<file path="src/hw/acdspi_pkg.sv">
// constants shared by the serial front end, its fifo and its synchroniser
// assumes a 40 MHz system clock; all timing counts derive from it
package acdspi_pkg;
  localparam int CLK_HZ        = 40_000_000;
  localparam int FRAME_BITS    = 24;
  localparam int NUM_DRV       = 17;
  localparam int FIFO_DEPTH    = 16;
  // diagnostic filter times
  localparam int DIAG_FILT_NS  = 32_000;
  localparam int DIAG_FILT_CYC = (DIAG_FILT_NS * (CLK_HZ / 1_000_000) + 999) / 1000;
  localparam int OL_FILT_US    = 1000;
  localparam int OL_FILT_CYC   = OL_FILT_US * (CLK_HZ / 1_000_000);
  // recovery cycling rate and duty
  localparam int REC_SLOW_HZ   = 1500;
  localparam int REC_FAST_HZ   = 3000;
  localparam int REC_SLOW_CYC  = CLK_HZ / REC_SLOW_HZ;
  localparam int REC_FAST_CYC  = CLK_HZ / REC_FAST_HZ;
  localparam int DUTY_LOW_PCT  = 15;
  localparam int DUTY_HIGH_PCT = 25;
  // counter widths
  localparam int CNT_W         = 5;
  localparam int FLT_W         = 11;
  localparam int OLF_W         = 16;
  localparam int PER_W         = 15;
  // input register fields
  localparam int SEL_BIT       = 0;
  localparam int DRV_LSB       = 1;
  localparam int MON_LSB       = 18;
  localparam int UVOV_DIS_BIT  = 20;
  localparam int DUTY_BIT      = 21;
  localparam int CLR_BIT       = 22;
  localparam int ENA_BIT       = 23;
  localparam int FREQ_BIT      = 21;
  // status register fields
  localparam int ST_FAULT      = 0;
  localparam int ST_TW         = 19;
  localparam int ST_THOFF      = 20;
  localparam int ST_UV         = 21;
  localparam int ST_OV         = 22;
  localparam int ST_ONE        = 23;
  // reset values
  localparam logic [23:0] CTRL_RST = 24'h000000;
endpackage

</file>
<file path="src/hw/acdspi_core.sv">
// serial control/status front end of a multi-output load driver with recovery cycling
// assumes host is a mode-0 spi master clocking far below clk_i; diag inputs are raw comparator levels
//
// Overview of operation
// - with recovery bit set, a tripped output is re-enabled after a timed interval
// - on/off ratio during recovery cycling selectable, 15% or 25%
// - recovery cycling repeats at 1.5 kHz or 3 kHz
// - recovery bit cleared while overload persists leaves the output disabled
// - mode 0: sample input on rising clock, change output on falling clock
// - every frame travels least significant bit first both ways
// - with chip select low and no clock yet, output shows fault summary
// - output driver off while chip select high, on while low
// - a frame runs from chip select falling to chip select rising
// - each rising clock in a frame shifts input into 24-bit register
// - chip select rising copies the shift register into the chosen input register
// - only frames of exactly 24 clocks are committed; others are dropped
// - first rising clock loads status into output shifter; falling clocks shift
// - bit 0 picks input register written and status register returned
// - bits 1 to 17 each control one driver function
// - first register bit 23 low means standby, high means active
// - bits 18 and 19 select the highside output for the current monitor
// - committed bit 22 clears all status bits at the frame's end
// - a set over-current flag disables its driver
// - without recovery, tripped driver stays off until host clears its flag
// - thermal shutdown flag turns every driver off until cleared
// - entering standby clears latched registers and turns outputs off
// - diagnostics must persist 32 us, open load 1 ms, before flagging
`timescale 1ns/1ps
module acdspi_core #(
  parameter logic [15:0] OL_FILT_CYCLES  = 16'(acdspi_pkg::OL_FILT_CYC),
  parameter logic [14:0] REC_SLOW_CYCLES = 15'(acdspi_pkg::REC_SLOW_CYC),
  parameter logic [14:0] REC_FAST_CYCLES = 15'(acdspi_pkg::REC_FAST_CYC)
) (
  input  wire logic        clk_i,
  input  wire logic        rst_i,
  input  wire logic        spi_clk_i,
  input  wire logic        chip_select_low_i,
  input  wire logic        host_to_device_line_i,
  output logic             device_to_host_o,
  output logic             device_to_host_oe_o,
  input  wire logic [16:0] overcurrent_raw_i,
  input  wire logic [16:0] open_load_raw_i,
  input  wire logic        overvoltage_raw_i,
  input  wire logic        undervoltage_raw_i,
  input  wire logic        thermal_off_raw_i,
  input  wire logic        temp_warning_raw_i,
  output logic      [16:0] drv_en_o,
  output logic      [1:0]  current_image_sel_o,
  output logic             active_o,
  output logic             thermal_off_flag_o,
  output logic             frame_dropped_o
);
  localparam int NDRV = acdspi_pkg::NUM_DRV;
  localparam int FW   = acdspi_pkg::FRAME_BITS;
  localparam logic [acdspi_pkg::CNT_W-1:0] FULL_CNT = acdspi_pkg::CNT_W'(acdspi_pkg::FRAME_BITS);
  localparam logic [acdspi_pkg::FLT_W-1:0] FLT_LAST = acdspi_pkg::FLT_W'(acdspi_pkg::DIAG_FILT_CYC - 1);
  localparam logic [acdspi_pkg::OLF_W-1:0] OLF_LAST = OL_FILT_CYCLES - 16'h0001;
  localparam logic [14:0] ON_SLOW_LO = 15'(int'(REC_SLOW_CYCLES) * acdspi_pkg::DUTY_LOW_PCT / 100);
  localparam logic [14:0] ON_SLOW_HI = 15'(int'(REC_SLOW_CYCLES) * acdspi_pkg::DUTY_HIGH_PCT / 100);
  localparam logic [14:0] ON_FAST_LO = 15'(int'(REC_FAST_CYCLES) * acdspi_pkg::DUTY_LOW_PCT / 100);
  localparam logic [14:0] ON_FAST_HI = 15'(int'(REC_FAST_CYCLES) * acdspi_pkg::DUTY_HIGH_PCT / 100);

  typedef struct packed {
    logic                                      sck_d;
    logic                                      desel_d;
    logic [FW-1:0]                             in_sh;
    logic [acdspi_pkg::CNT_W-1:0]              bit_cnt;
    logic [FW-1:0]                             out_sh;
    logic                                      out_loaded;
    logic                                      dout;
    logic [FW-1:0]                             ctrl0;
    logic [FW-1:0]                             ctrl1;
    logic [NDRV-1:0]                           oc_flag;
    logic [NDRV-1:0]                           ol_flag;
    logic                                      ov_flag;
    logic                                      uv_flag;
    logic                                      thoff_flag;
    logic                                      tw_flag;
    logic [NDRV+3:0][acdspi_pkg::FLT_W-1:0]    flt;
    logic [NDRV-1:0][acdspi_pkg::OLF_W-1:0]    ol_flt;
    logic [acdspi_pkg::PER_W-1:0]              per_cnt;
    logic [NDRV-1:0]                           tripped;
    logic [NDRV-1:0]                           drv_en;
    logic                                      dropped;
  } acdspi_core_t;

  acdspi_core_t s_reg;
  acdspi_core_t s_next;

  logic [2:0]      pin_s;
  logic [2*NDRV+3:0] diag_s;
  logic            sck_s;
  logic            desel_s;
  logic            din_s;
  logic [FW-1:0]   status0;
  logic [FW-1:0]   status1;
  logic            fault;
  logic            push_valid;
  logic            push_ready;
  logic            pop_valid;
  logic            pop_ready;
  logic [FW-1:0]   pop_data;
  logic [14:0]     period;
  logic [14:0]     on_cnt;
  logic [NDRV+3:0] short_cond;

  // pins and raw diagnostics are all asynchronous to clk_i
  // select enters inverted so its flops reset to the deselected level, no false frame start
  acdspi_sync #(.W(3)) u_pin_sync (
    .clk_i   (clk_i),
    .rst_i   (rst_i),
    .async_i ({spi_clk_i, ~chip_select_low_i, host_to_device_line_i}),
    .sync_o  (pin_s)
  );

  acdspi_sync #(.W(2*NDRV+4)) u_diag_sync (
    .clk_i   (clk_i),
    .rst_i   (rst_i),
    .async_i ({temp_warning_raw_i, thermal_off_raw_i, undervoltage_raw_i, overvoltage_raw_i,
               open_load_raw_i, overcurrent_raw_i}),
    .sync_o  (diag_s)
  );

  assign sck_s      = pin_s[2];
  assign desel_s    = ~pin_s[1];
  assign din_s      = pin_s[0];
  assign short_cond = {diag_s[2*NDRV+3:2*NDRV], diag_s[NDRV-1:0]};

  // status images; fault bit is a plain or of bits 1..22, high means fault
  always_comb begin
    status0                                      = '0;
    status0[acdspi_pkg::DRV_LSB +: NDRV]         = s_reg.ol_flag;
    status0[acdspi_pkg::ST_TW]                   = s_reg.tw_flag;
    status0[acdspi_pkg::ST_THOFF]                = s_reg.thoff_flag;
    status0[acdspi_pkg::ST_UV]                   = s_reg.uv_flag;
    status0[acdspi_pkg::ST_OV]                   = s_reg.ov_flag;
    status0[acdspi_pkg::ST_ONE]                  = 1'b1;
    status1                                      = '0;
    status1[acdspi_pkg::DRV_LSB +: NDRV]         = s_reg.oc_flag;
    status1[acdspi_pkg::ST_ONE]                  = 1'b1;
    fault                                        = |{status0[22:1], status1[22:1]};
    status0[acdspi_pkg::ST_FAULT]                = fault;
    status1[acdspi_pkg::ST_FAULT]                = fault;
  end

  // committed frames queue here; applied only between frames
  assign push_valid = desel_s & ~s_reg.desel_d & (s_reg.bit_cnt == FULL_CNT);
  assign pop_ready  = desel_s;

  acdspi_fifo #(.WIDTH(FW), .DEPTH(acdspi_pkg::FIFO_DEPTH)) u_frame_fifo (
    .clk_i       (clk_i),
    .rst_i       (rst_i),
    .in_valid_i  (push_valid),
    .in_ready_o  (push_ready),
    .in_data_i   (s_reg.in_sh),
    .out_valid_o (pop_valid),
    .out_ready_i (pop_ready),
    .out_data_o  (pop_data)
  );

  // shared recovery timebase from clk_i, never the serial clock
  always_comb begin
    if (s_reg.ctrl1[acdspi_pkg::FREQ_BIT]) begin
      period = REC_FAST_CYCLES;
      on_cnt = s_reg.ctrl0[acdspi_pkg::DUTY_BIT] ? ON_FAST_HI : ON_FAST_LO;
    end else begin
      period = REC_SLOW_CYCLES;
      on_cnt = s_reg.ctrl0[acdspi_pkg::DUTY_BIT] ? ON_SLOW_HI : ON_SLOW_LO;
    end
  end

  always_comb begin
    logic active;
    logic supply_off;
    logic wrap;
    logic recov;
    logic gate;
    logic [3:0] done;
    active     = 1'b0;
    supply_off = 1'b0;
    wrap       = 1'b0;
    recov      = 1'b0;
    gate       = 1'b0;
    done       = 4'h0;
    s_next     = s_reg;
    active     = s_reg.ctrl0[acdspi_pkg::ENA_BIT];
    s_next.sck_d   = sck_s;
    s_next.desel_d = desel_s;
    // a full fifo loses the frame; only a one-cycle pulse tells of it
    s_next.dropped = push_valid & ~push_ready;

    // serial engine
    if (~desel_s & s_reg.desel_d) begin
      s_next.bit_cnt    = '0;
      s_next.out_loaded = 1'b0;
      s_next.dout       = fault;
    end else if (~desel_s) begin
      if (sck_s & ~s_reg.sck_d) begin
        s_next.in_sh = {din_s, s_reg.in_sh[FW-1:1]};
        if (s_reg.bit_cnt != {acdspi_pkg::CNT_W{1'b1}}) begin
          s_next.bit_cnt = s_reg.bit_cnt + 1'b1;
        end
        if (s_reg.bit_cnt == '0) begin
          s_next.out_sh     = din_s ? status1 : status0;
          s_next.out_loaded = 1'b1;
        end
      end else if (~sck_s & s_reg.sck_d & s_reg.out_loaded) begin
        s_next.out_sh = {1'b0, s_reg.out_sh[FW-1:1]};
        s_next.dout   = s_reg.out_sh[1];
      end else if (~s_reg.out_loaded) begin
        s_next.dout = fault;
      end
    end else begin
      s_next.dout = fault;
    end

    // apply a committed frame once chip select is back high
    if (pop_valid & pop_ready) begin
      if (~pop_data[acdspi_pkg::SEL_BIT]) begin
        s_next.ctrl0 = pop_data;
      end else begin
        s_next.ctrl1 = pop_data;
      end
      if (pop_data[acdspi_pkg::CLR_BIT]) begin
        s_next.oc_flag  = '0;
        s_next.ol_flag  = '0;
        s_next.ov_flag  = 1'b0;
        s_next.uv_flag  = 1'b0;
        s_next.thoff_flag = 1'b0;
        s_next.tw_flag  = 1'b0;
        s_next.tripped  = '0;
      end
      if (~pop_data[acdspi_pkg::SEL_BIT] & ~pop_data[acdspi_pkg::ENA_BIT]) begin
        s_next.ctrl0    = acdspi_pkg::CTRL_RST;
        s_next.ctrl1    = acdspi_pkg::CTRL_RST;
        s_next.oc_flag  = '0;
        s_next.ol_flag  = '0;
        s_next.ov_flag  = 1'b0;
        s_next.uv_flag  = 1'b0;
        s_next.thoff_flag = 1'b0;
        s_next.tw_flag  = 1'b0;
        s_next.tripped  = '0;
      end
    end

    // filters run after the clear so a fresh event wins over it
    // over-current filters; a filter that has run out keeps setting while the short lasts
    for (int i = 0; i < NDRV; i++) begin
      if (short_cond[i] & active) begin
        if (s_reg.flt[i] != FLT_LAST) begin
          s_next.flt[i] = s_reg.flt[i] + 1'b1;
        end else begin
          s_next.oc_flag[i] = 1'b1;
          s_next.tripped[i] = 1'b1;
        end
      end else begin
        s_next.flt[i] = '0;
      end
    end
    // supply and temperature filters share the same 32 us count
    for (int j = 0; j < 4; j++) begin
      if (short_cond[NDRV + j] & active) begin
        if (s_reg.flt[NDRV + j] != FLT_LAST) begin
          s_next.flt[NDRV + j] = s_reg.flt[NDRV + j] + 1'b1;
        end else begin
          done[j] = 1'b1;
        end
      end else begin
        s_next.flt[NDRV + j] = '0;
      end
    end
    if (done[0]) begin
      s_next.ov_flag = 1'b1;
    end
    if (done[1]) begin
      s_next.uv_flag = 1'b1;
    end
    if (done[2]) begin
      s_next.thoff_flag = 1'b1;
    end
    if (done[3]) begin
      s_next.tw_flag = 1'b1;
    end
    for (int i = 0; i < NDRV; i++) begin
      if (diag_s[NDRV + i] & active) begin
        if (s_reg.ol_flt[i] != OLF_LAST) begin
          s_next.ol_flt[i] = s_reg.ol_flt[i] + 1'b1;
        end else begin
          s_next.ol_flag[i] = 1'b1;
        end
      end else begin
        s_next.ol_flt[i] = '0;
      end
    end

    // recovery cycling: tripped outputs re-arm at each period start
    wrap = (s_reg.per_cnt >= period - 15'h0001);
    s_next.per_cnt = wrap ? '0 : s_reg.per_cnt + 1'b1;
    // with UVOV_DIS_BIT set, latched supply flags hold the drivers off until cleared; otherwise the synchronised raw supply levels gate them
    if (s_reg.ctrl0[acdspi_pkg::UVOV_DIS_BIT]) begin
      supply_off = s_reg.ov_flag | s_reg.uv_flag;
    end else begin
      supply_off = diag_s[2*NDRV] | diag_s[2*NDRV+1];
    end
    for (int i = 0; i < NDRV; i++) begin
      recov = s_reg.ctrl1[acdspi_pkg::DRV_LSB + i];
      // re-arm at each period start; a short still present trips again at once
      if (wrap & recov) begin
        s_next.tripped[i] = s_next.tripped[i] & short_cond[i];
      end
      gate = recov & (s_reg.per_cnt < on_cnt);
      // without the recovery bit a trip holds until the flag is cleared
      s_next.drv_en[i] = active & s_reg.ctrl0[acdspi_pkg::DRV_LSB + i]
                         & ~s_reg.thoff_flag
                         & ~supply_off
                         & (~s_reg.tripped[i] | gate);
    end
  end

  always_ff @(posedge clk_i or posedge rst_i) begin
    if (rst_i) begin
      s_reg       <= '0;
      s_reg.sck_d <= 1'b0;
      // idle levels: serial clock low, chip select deselected
      s_reg.desel_d <= 1'b1;
    end else begin
      s_reg <= s_next;
    end
  end

  assign device_to_host_o    = s_reg.dout;
  // enable follows the registered select, so it lags the pin by the synchroniser depth plus one cycle
  assign device_to_host_oe_o = ~s_reg.desel_d;
  assign drv_en_o            = s_reg.drv_en;
  assign current_image_sel_o = s_reg.ctrl0[acdspi_pkg::MON_LSB +: 2];
  assign active_o            = s_reg.ctrl0[acdspi_pkg::ENA_BIT];
  assign thermal_off_flag_o  = s_reg.thoff_flag;
  assign frame_dropped_o     = s_reg.dropped;
endmodule // acdspi_core

</file>
<file path="src/hw/acdspi_fifo.sv">
// small valid/ready fifo holding committed frames
// assumes both sides run on clk_i; depth is a power of two
`timescale 1ns/1ps
module acdspi_fifo #(
  parameter int WIDTH = 24,
  parameter int DEPTH = 16
) (
  input  wire logic             clk_i,
  input  wire logic             rst_i,
  input  wire logic             in_valid_i,
  output logic                  in_ready_o,
  input  wire logic [WIDTH-1:0] in_data_i,
  output logic                  out_valid_o,
  input  wire logic             out_ready_i,
  output logic      [WIDTH-1:0] out_data_o
);
  localparam int AW = $clog2(DEPTH);

  typedef struct packed {
    logic [AW-1:0] wr;
    logic [AW-1:0] rd;
    logic [AW:0]   fill;
  } acdspi_fifo_t;

  acdspi_fifo_t f_reg;
  acdspi_fifo_t f_next;
  logic [WIDTH-1:0] mem [DEPTH];
  logic             push;
  logic             pop;

  assign in_ready_o  = (f_reg.fill != (AW+1)'(DEPTH));
  assign out_valid_o = (f_reg.fill != '0);
  assign push        = in_valid_i & in_ready_o;
  assign pop         = out_valid_o & out_ready_i;
  assign out_data_o  = mem[f_reg.rd];

  always_comb begin
    f_next = f_reg;
    if (push) begin
      f_next.wr = f_reg.wr + 1'b1;
    end
    if (pop) begin
      f_next.rd = f_reg.rd + 1'b1;
    end
    f_next.fill = f_reg.fill + (AW+1)'(push) - (AW+1)'(pop);
  end

  always_ff @(posedge clk_i or posedge rst_i) begin
    if (rst_i) begin
      f_reg <= '0;
    end else begin
      f_reg <= f_next;
    end
  end

  // storage needs no reset; only valid slots are ever read out
  always_ff @(posedge clk_i) begin
    if (push) begin
      mem[f_reg.wr] <= in_data_i;
    end
  end
endmodule // acdspi_fifo

</file>
<file path="src/hw/acdspi_sync.sv">
// two-flop synchroniser for a bundle of unrelated level inputs
// assumes each bit is a slow level or a clock far below clk_i
`timescale 1ns/1ps
module acdspi_sync #(
  parameter int W = 1
) (
  input  wire logic         clk_i,
  input  wire logic         rst_i,
  input  wire logic [W-1:0] async_i,
  output logic      [W-1:0] sync_o
);
  typedef struct packed {
    logic [W-1:0] meta;
    logic [W-1:0] stable;
  } acdspi_sync_t;

  acdspi_sync_t s_reg;
  acdspi_sync_t s_next;

  always_comb begin
    s_next        = s_reg;
    s_next.meta   = async_i;
    s_next.stable = s_reg.meta;
  end

  always_ff @(posedge clk_i or posedge rst_i) begin
    if (rst_i) begin
      s_reg <= '0;
    end else begin
      s_reg <= s_next;
    end
  end

  assign sync_o = s_reg.stable;
endmodule // acdspi_sync

</file>
<file path="config.mk">
export PLATFORM = sky130hd
export DESIGN_NAME = acdspi_core
export DESIGN_NICKNAME = d
export VERILOG_FILES = /design/src/hw/acdspi_pkg.sv /design/src/hw/acdspi_core.sv /design/src/hw/acdspi_fifo.sv /design/src/hw/acdspi_sync.sv
export SDC_FILE = /design/constraint.sdc
export NUM_CORES = 2
export LEC_CHECK = 0
export BUFFER_PORTS_ARGS = -buffer_cell sky130_fd_sc_hd__buf_2
export CORE_UTILIZATION = 38
export DETAILED_ROUTE_END_ITERATION = 8
export PLACE_DENSITY = 0.56
export SETUP_SLACK_MARGIN = 0.02
export SLEW_MARGIN = 20
export SYNTH_ARGS = -nofsm -noshare
export SYNTH_HDL_FRONTEND = slang
export SYNTH_SLANG_ARGS = --single-unit
</file>
<file path="constraint.sdc">
create_clock -name clk_i -period 35 [get_ports clk_i]
set_clock_uncertainty 0.15 [all_clocks]
set_input_delay 7 -clock clk_i [delete_from_list [all_inputs] [get_ports clk_i]]
set_output_delay 7 -clock clk_i [all_outputs]
set_load 0.01 [all_outputs]
</file>
==> out/metrics.csv <==
metric;value;unit
DR vias;31300;
routability cong.;0.791;
DR WL/cell;18.0;um
WL final;109;mm
root buf cell;clkbuf_16;
Post-synth EDFFs;384;
vias in the first global route;30800;
achievable frequency;104;MHz
TNS Setup;0;ps
#FFs+latches synth;1166;
Synth top cells by count;781 x dfrtp_1, 494 x nor2_1, 384 x edfxtp_1;
Die Height;366;um
number of port buffers;66;
Clk Latency, worst-skew pair;760;ps
Top delay family on crit path;buffers and inverters;
Max Buffers Root-to-Sink;3;
area delta synth->final;13.0;%
initial antenna violation count;5;
Fin Hold WS;196;ps
Die Width;366;um
Mapped Cells;4141;
area share of the largest cell type after synthesis;38.9;%
VDD IR max;0.0357;mV
DRT antenna net count;0;
run status;complete, no violations;
Max Slew Vio Count;0;
Leakage;22.2;nW
R2R Setup Slk;30760;ps
Core Region;131000;um2
most used cell, CP;buf_4;
top-count cell post-synth;dfrtp_1;
CTS tree;yes;
DP Wirelength;65.6;mm
initial drt markers;2403;
final hold violation count;0;
kind of critical path;input pin to asynchronous set/reset pin;
Pre-Repair DR Iteration Count;5;
Yosys cell types;73;
type of destination of the critical path;asynchronous set/reset pin;
GRT Util Overall;16.7;%
RSZ-0062 raised after global routing;false;
Die ar.;134000;um2
fin crit share;27.5;%
most area-consuming cells after synthesis;dfrtp_1 39%, edfxtp_1 23%, mux4_2 4.5%;
Hold Path Class;flop to flop;
final net count;4332;
dominant synthesized flop cell;dfrtp_1;
post-synthesis async set-or-reset flop share;67.1;%
vias per cell;5.15;
max reg flops;664;
relative slew slack;23.8;%
H-tree depth;4;
DRC Markers;0;
slowest cell on the critical path;buf_4;
register area share after synthesis;61.9;%
CTS Sinks;1166;
mean area per synthesized cell;12.1;um2
Worst Tran Pin Value;1140;ps
Startpoint Class;input pin;
CP required;35590;ps
pin count of the biggest net entering global routing;166;
Arrival @ worst endpoint;10210;ps
CP Buf/Inv Count;5;
Post-CTS Setup Bufs;0;
critical path fanouts, max;88;
MaxCap Viol Count;0;
shortest period the worst path allows;9620;ps
IO Pins;67;
Synth Cell Area;50200;um2
initial core utilization;38.2;%
first-pass GRT wire length;175;mm
hold_buf cts;0;
YS warnings;0;
pwr dens;51.1;nW/um2
crit path cell chain;buf_2 -> inv_8 -> buf_4 -> buf_4 -> buf_4;
setup violators final;0;
# rows;133;
post-CTS sizing;0;
Synth area leader;dfrtp_1;
clk slew on worst S/H paths;50;ps
Num CTS Buffers;132;
CP peak stage delay;850;ps
Mapped Nets;4252;
layout cells sized above 1;11.0;%
GRT overflow;0;
worst reg2reg max path: cells and delay by family, from the launching register on:
family / cells / cell delay, ps
buffers and inverters: 1 / 760
AO/OA/AOI/OAI: 2 / 300
AND/OR/NAND/NOR: 3 / 1480
flip-flops: 1 / 740
multiplexers: 1 / 630
cells in the final DEF, fill, tap and decap left out, types with 66 or more instances in the layout:
| master | n |
|---|---|
| and3_1 | 96 |
| a21oi_1 | 127 |
| nand2_1 | 342 |
| dfrtp_1 | 776 |
| o21ai_0 | 176 |
| inv_1 | 89 |
| xor2_1 | 214 |
| clkbuf_16 | 132 |
| nor2_1 | 489 |
| xnor2_1 | 135 |
| nand3_1 | 215 |
| mux4_2 | 100 |
| edfxtp_1 | 384 |
| nand4_1 | 108 |
| buf_2 | 66 |
| nor3_1 | 100 |
| ha_1 | 67 |
power by group:
group | internal, mW | leakage (nW) | switching, mW
sequential | 1.43 | 14.2 | 0.0216
combinational | 0.0183 | 5.81 | 0.0481
clock | 0.814 | 2.12 | 0.571
metal layers:
| metal | up-vias | routed length [um] | track usage (%) |
|---|---|---|---|
| met4 | 2 | 2410 | 5.10 |
| met2 | 544 | 49300 | 25.6 |
| met5 | - | 8 | 0 |
| met1 | 15600 | 52900 | 24.1 |
| met3 | 162 | 4900 | 3.00 |
| li1 | 15000 | - | - |
kinds of logic (layout without fill, tap and decap cells):
logic type               Yosys count  count (layout)  share of synthesized area, %
buffers and inverters            255             441                          2.30
other                              0               1                             0
multiplexers                     181             181                          6.17
flip-flops                      1166            1166                          61.9
AO/OA/AOI/OAI                    473             473                          5.62
adder cells (fa/ha/maj)           68              68                          1.71
XOR/XNOR                         349             349                          6.09
AND/OR/NAND/NOR                 1649            1649                          16.2
stage by stage:
stage | util [%] | cell area (um2) | total power [mW] | std cells | worst slack (ps)
2_1_floorplan | - | 50200 | 1.51 | 4141 | 5900
3_3_place_gp | 39.9 | 52400 | 1.54 | 5841 | 24360
3_5_place_dp | 39.9 | 52400 | 1.54 | 5841 | 24370
4_1_cts | 43.2 | 56700 | 2.94 | 6081 | 25190
5_1_grt | 43.2 | 56700 | 3.01 | 6082 | 24800
6_report | 43.2 | 56700 | 2.90 | 6083 | 25380
worst paths after layout:
path                                         from                     end  depth (start not counted)
min reg2reg                u_diag_sync.s_next[19]  u_diag_sync.sync_o[19]                          0
max                                         rst_i              s_reg[178]                          5
min                        u_diag_sync.s_next[19]  u_diag_sync.sync_o[19]                          0
max reg2reg                 u_frame_fifo.f_reg[5]              s_reg[631]                          7
max in group clk_i                       active_o                active_o                          1
min in group asynchronous                   rst_i  u_diag_sync.s_next[22]                          2
area by class of cell:
class / instances / area [um2]
fill: 12200 / 74500
sequential: 1166 / 31100
multi-input combinational: 2720 / 18000
clock buffer: 172 / 3550
tap: 1755 / 2200
clock inverter: 68 / 796
timing repair buffer: 110 / 693
inverter: 91 / 349
antenna: 1 / 2.50
(Power assumes the default switching activity.)
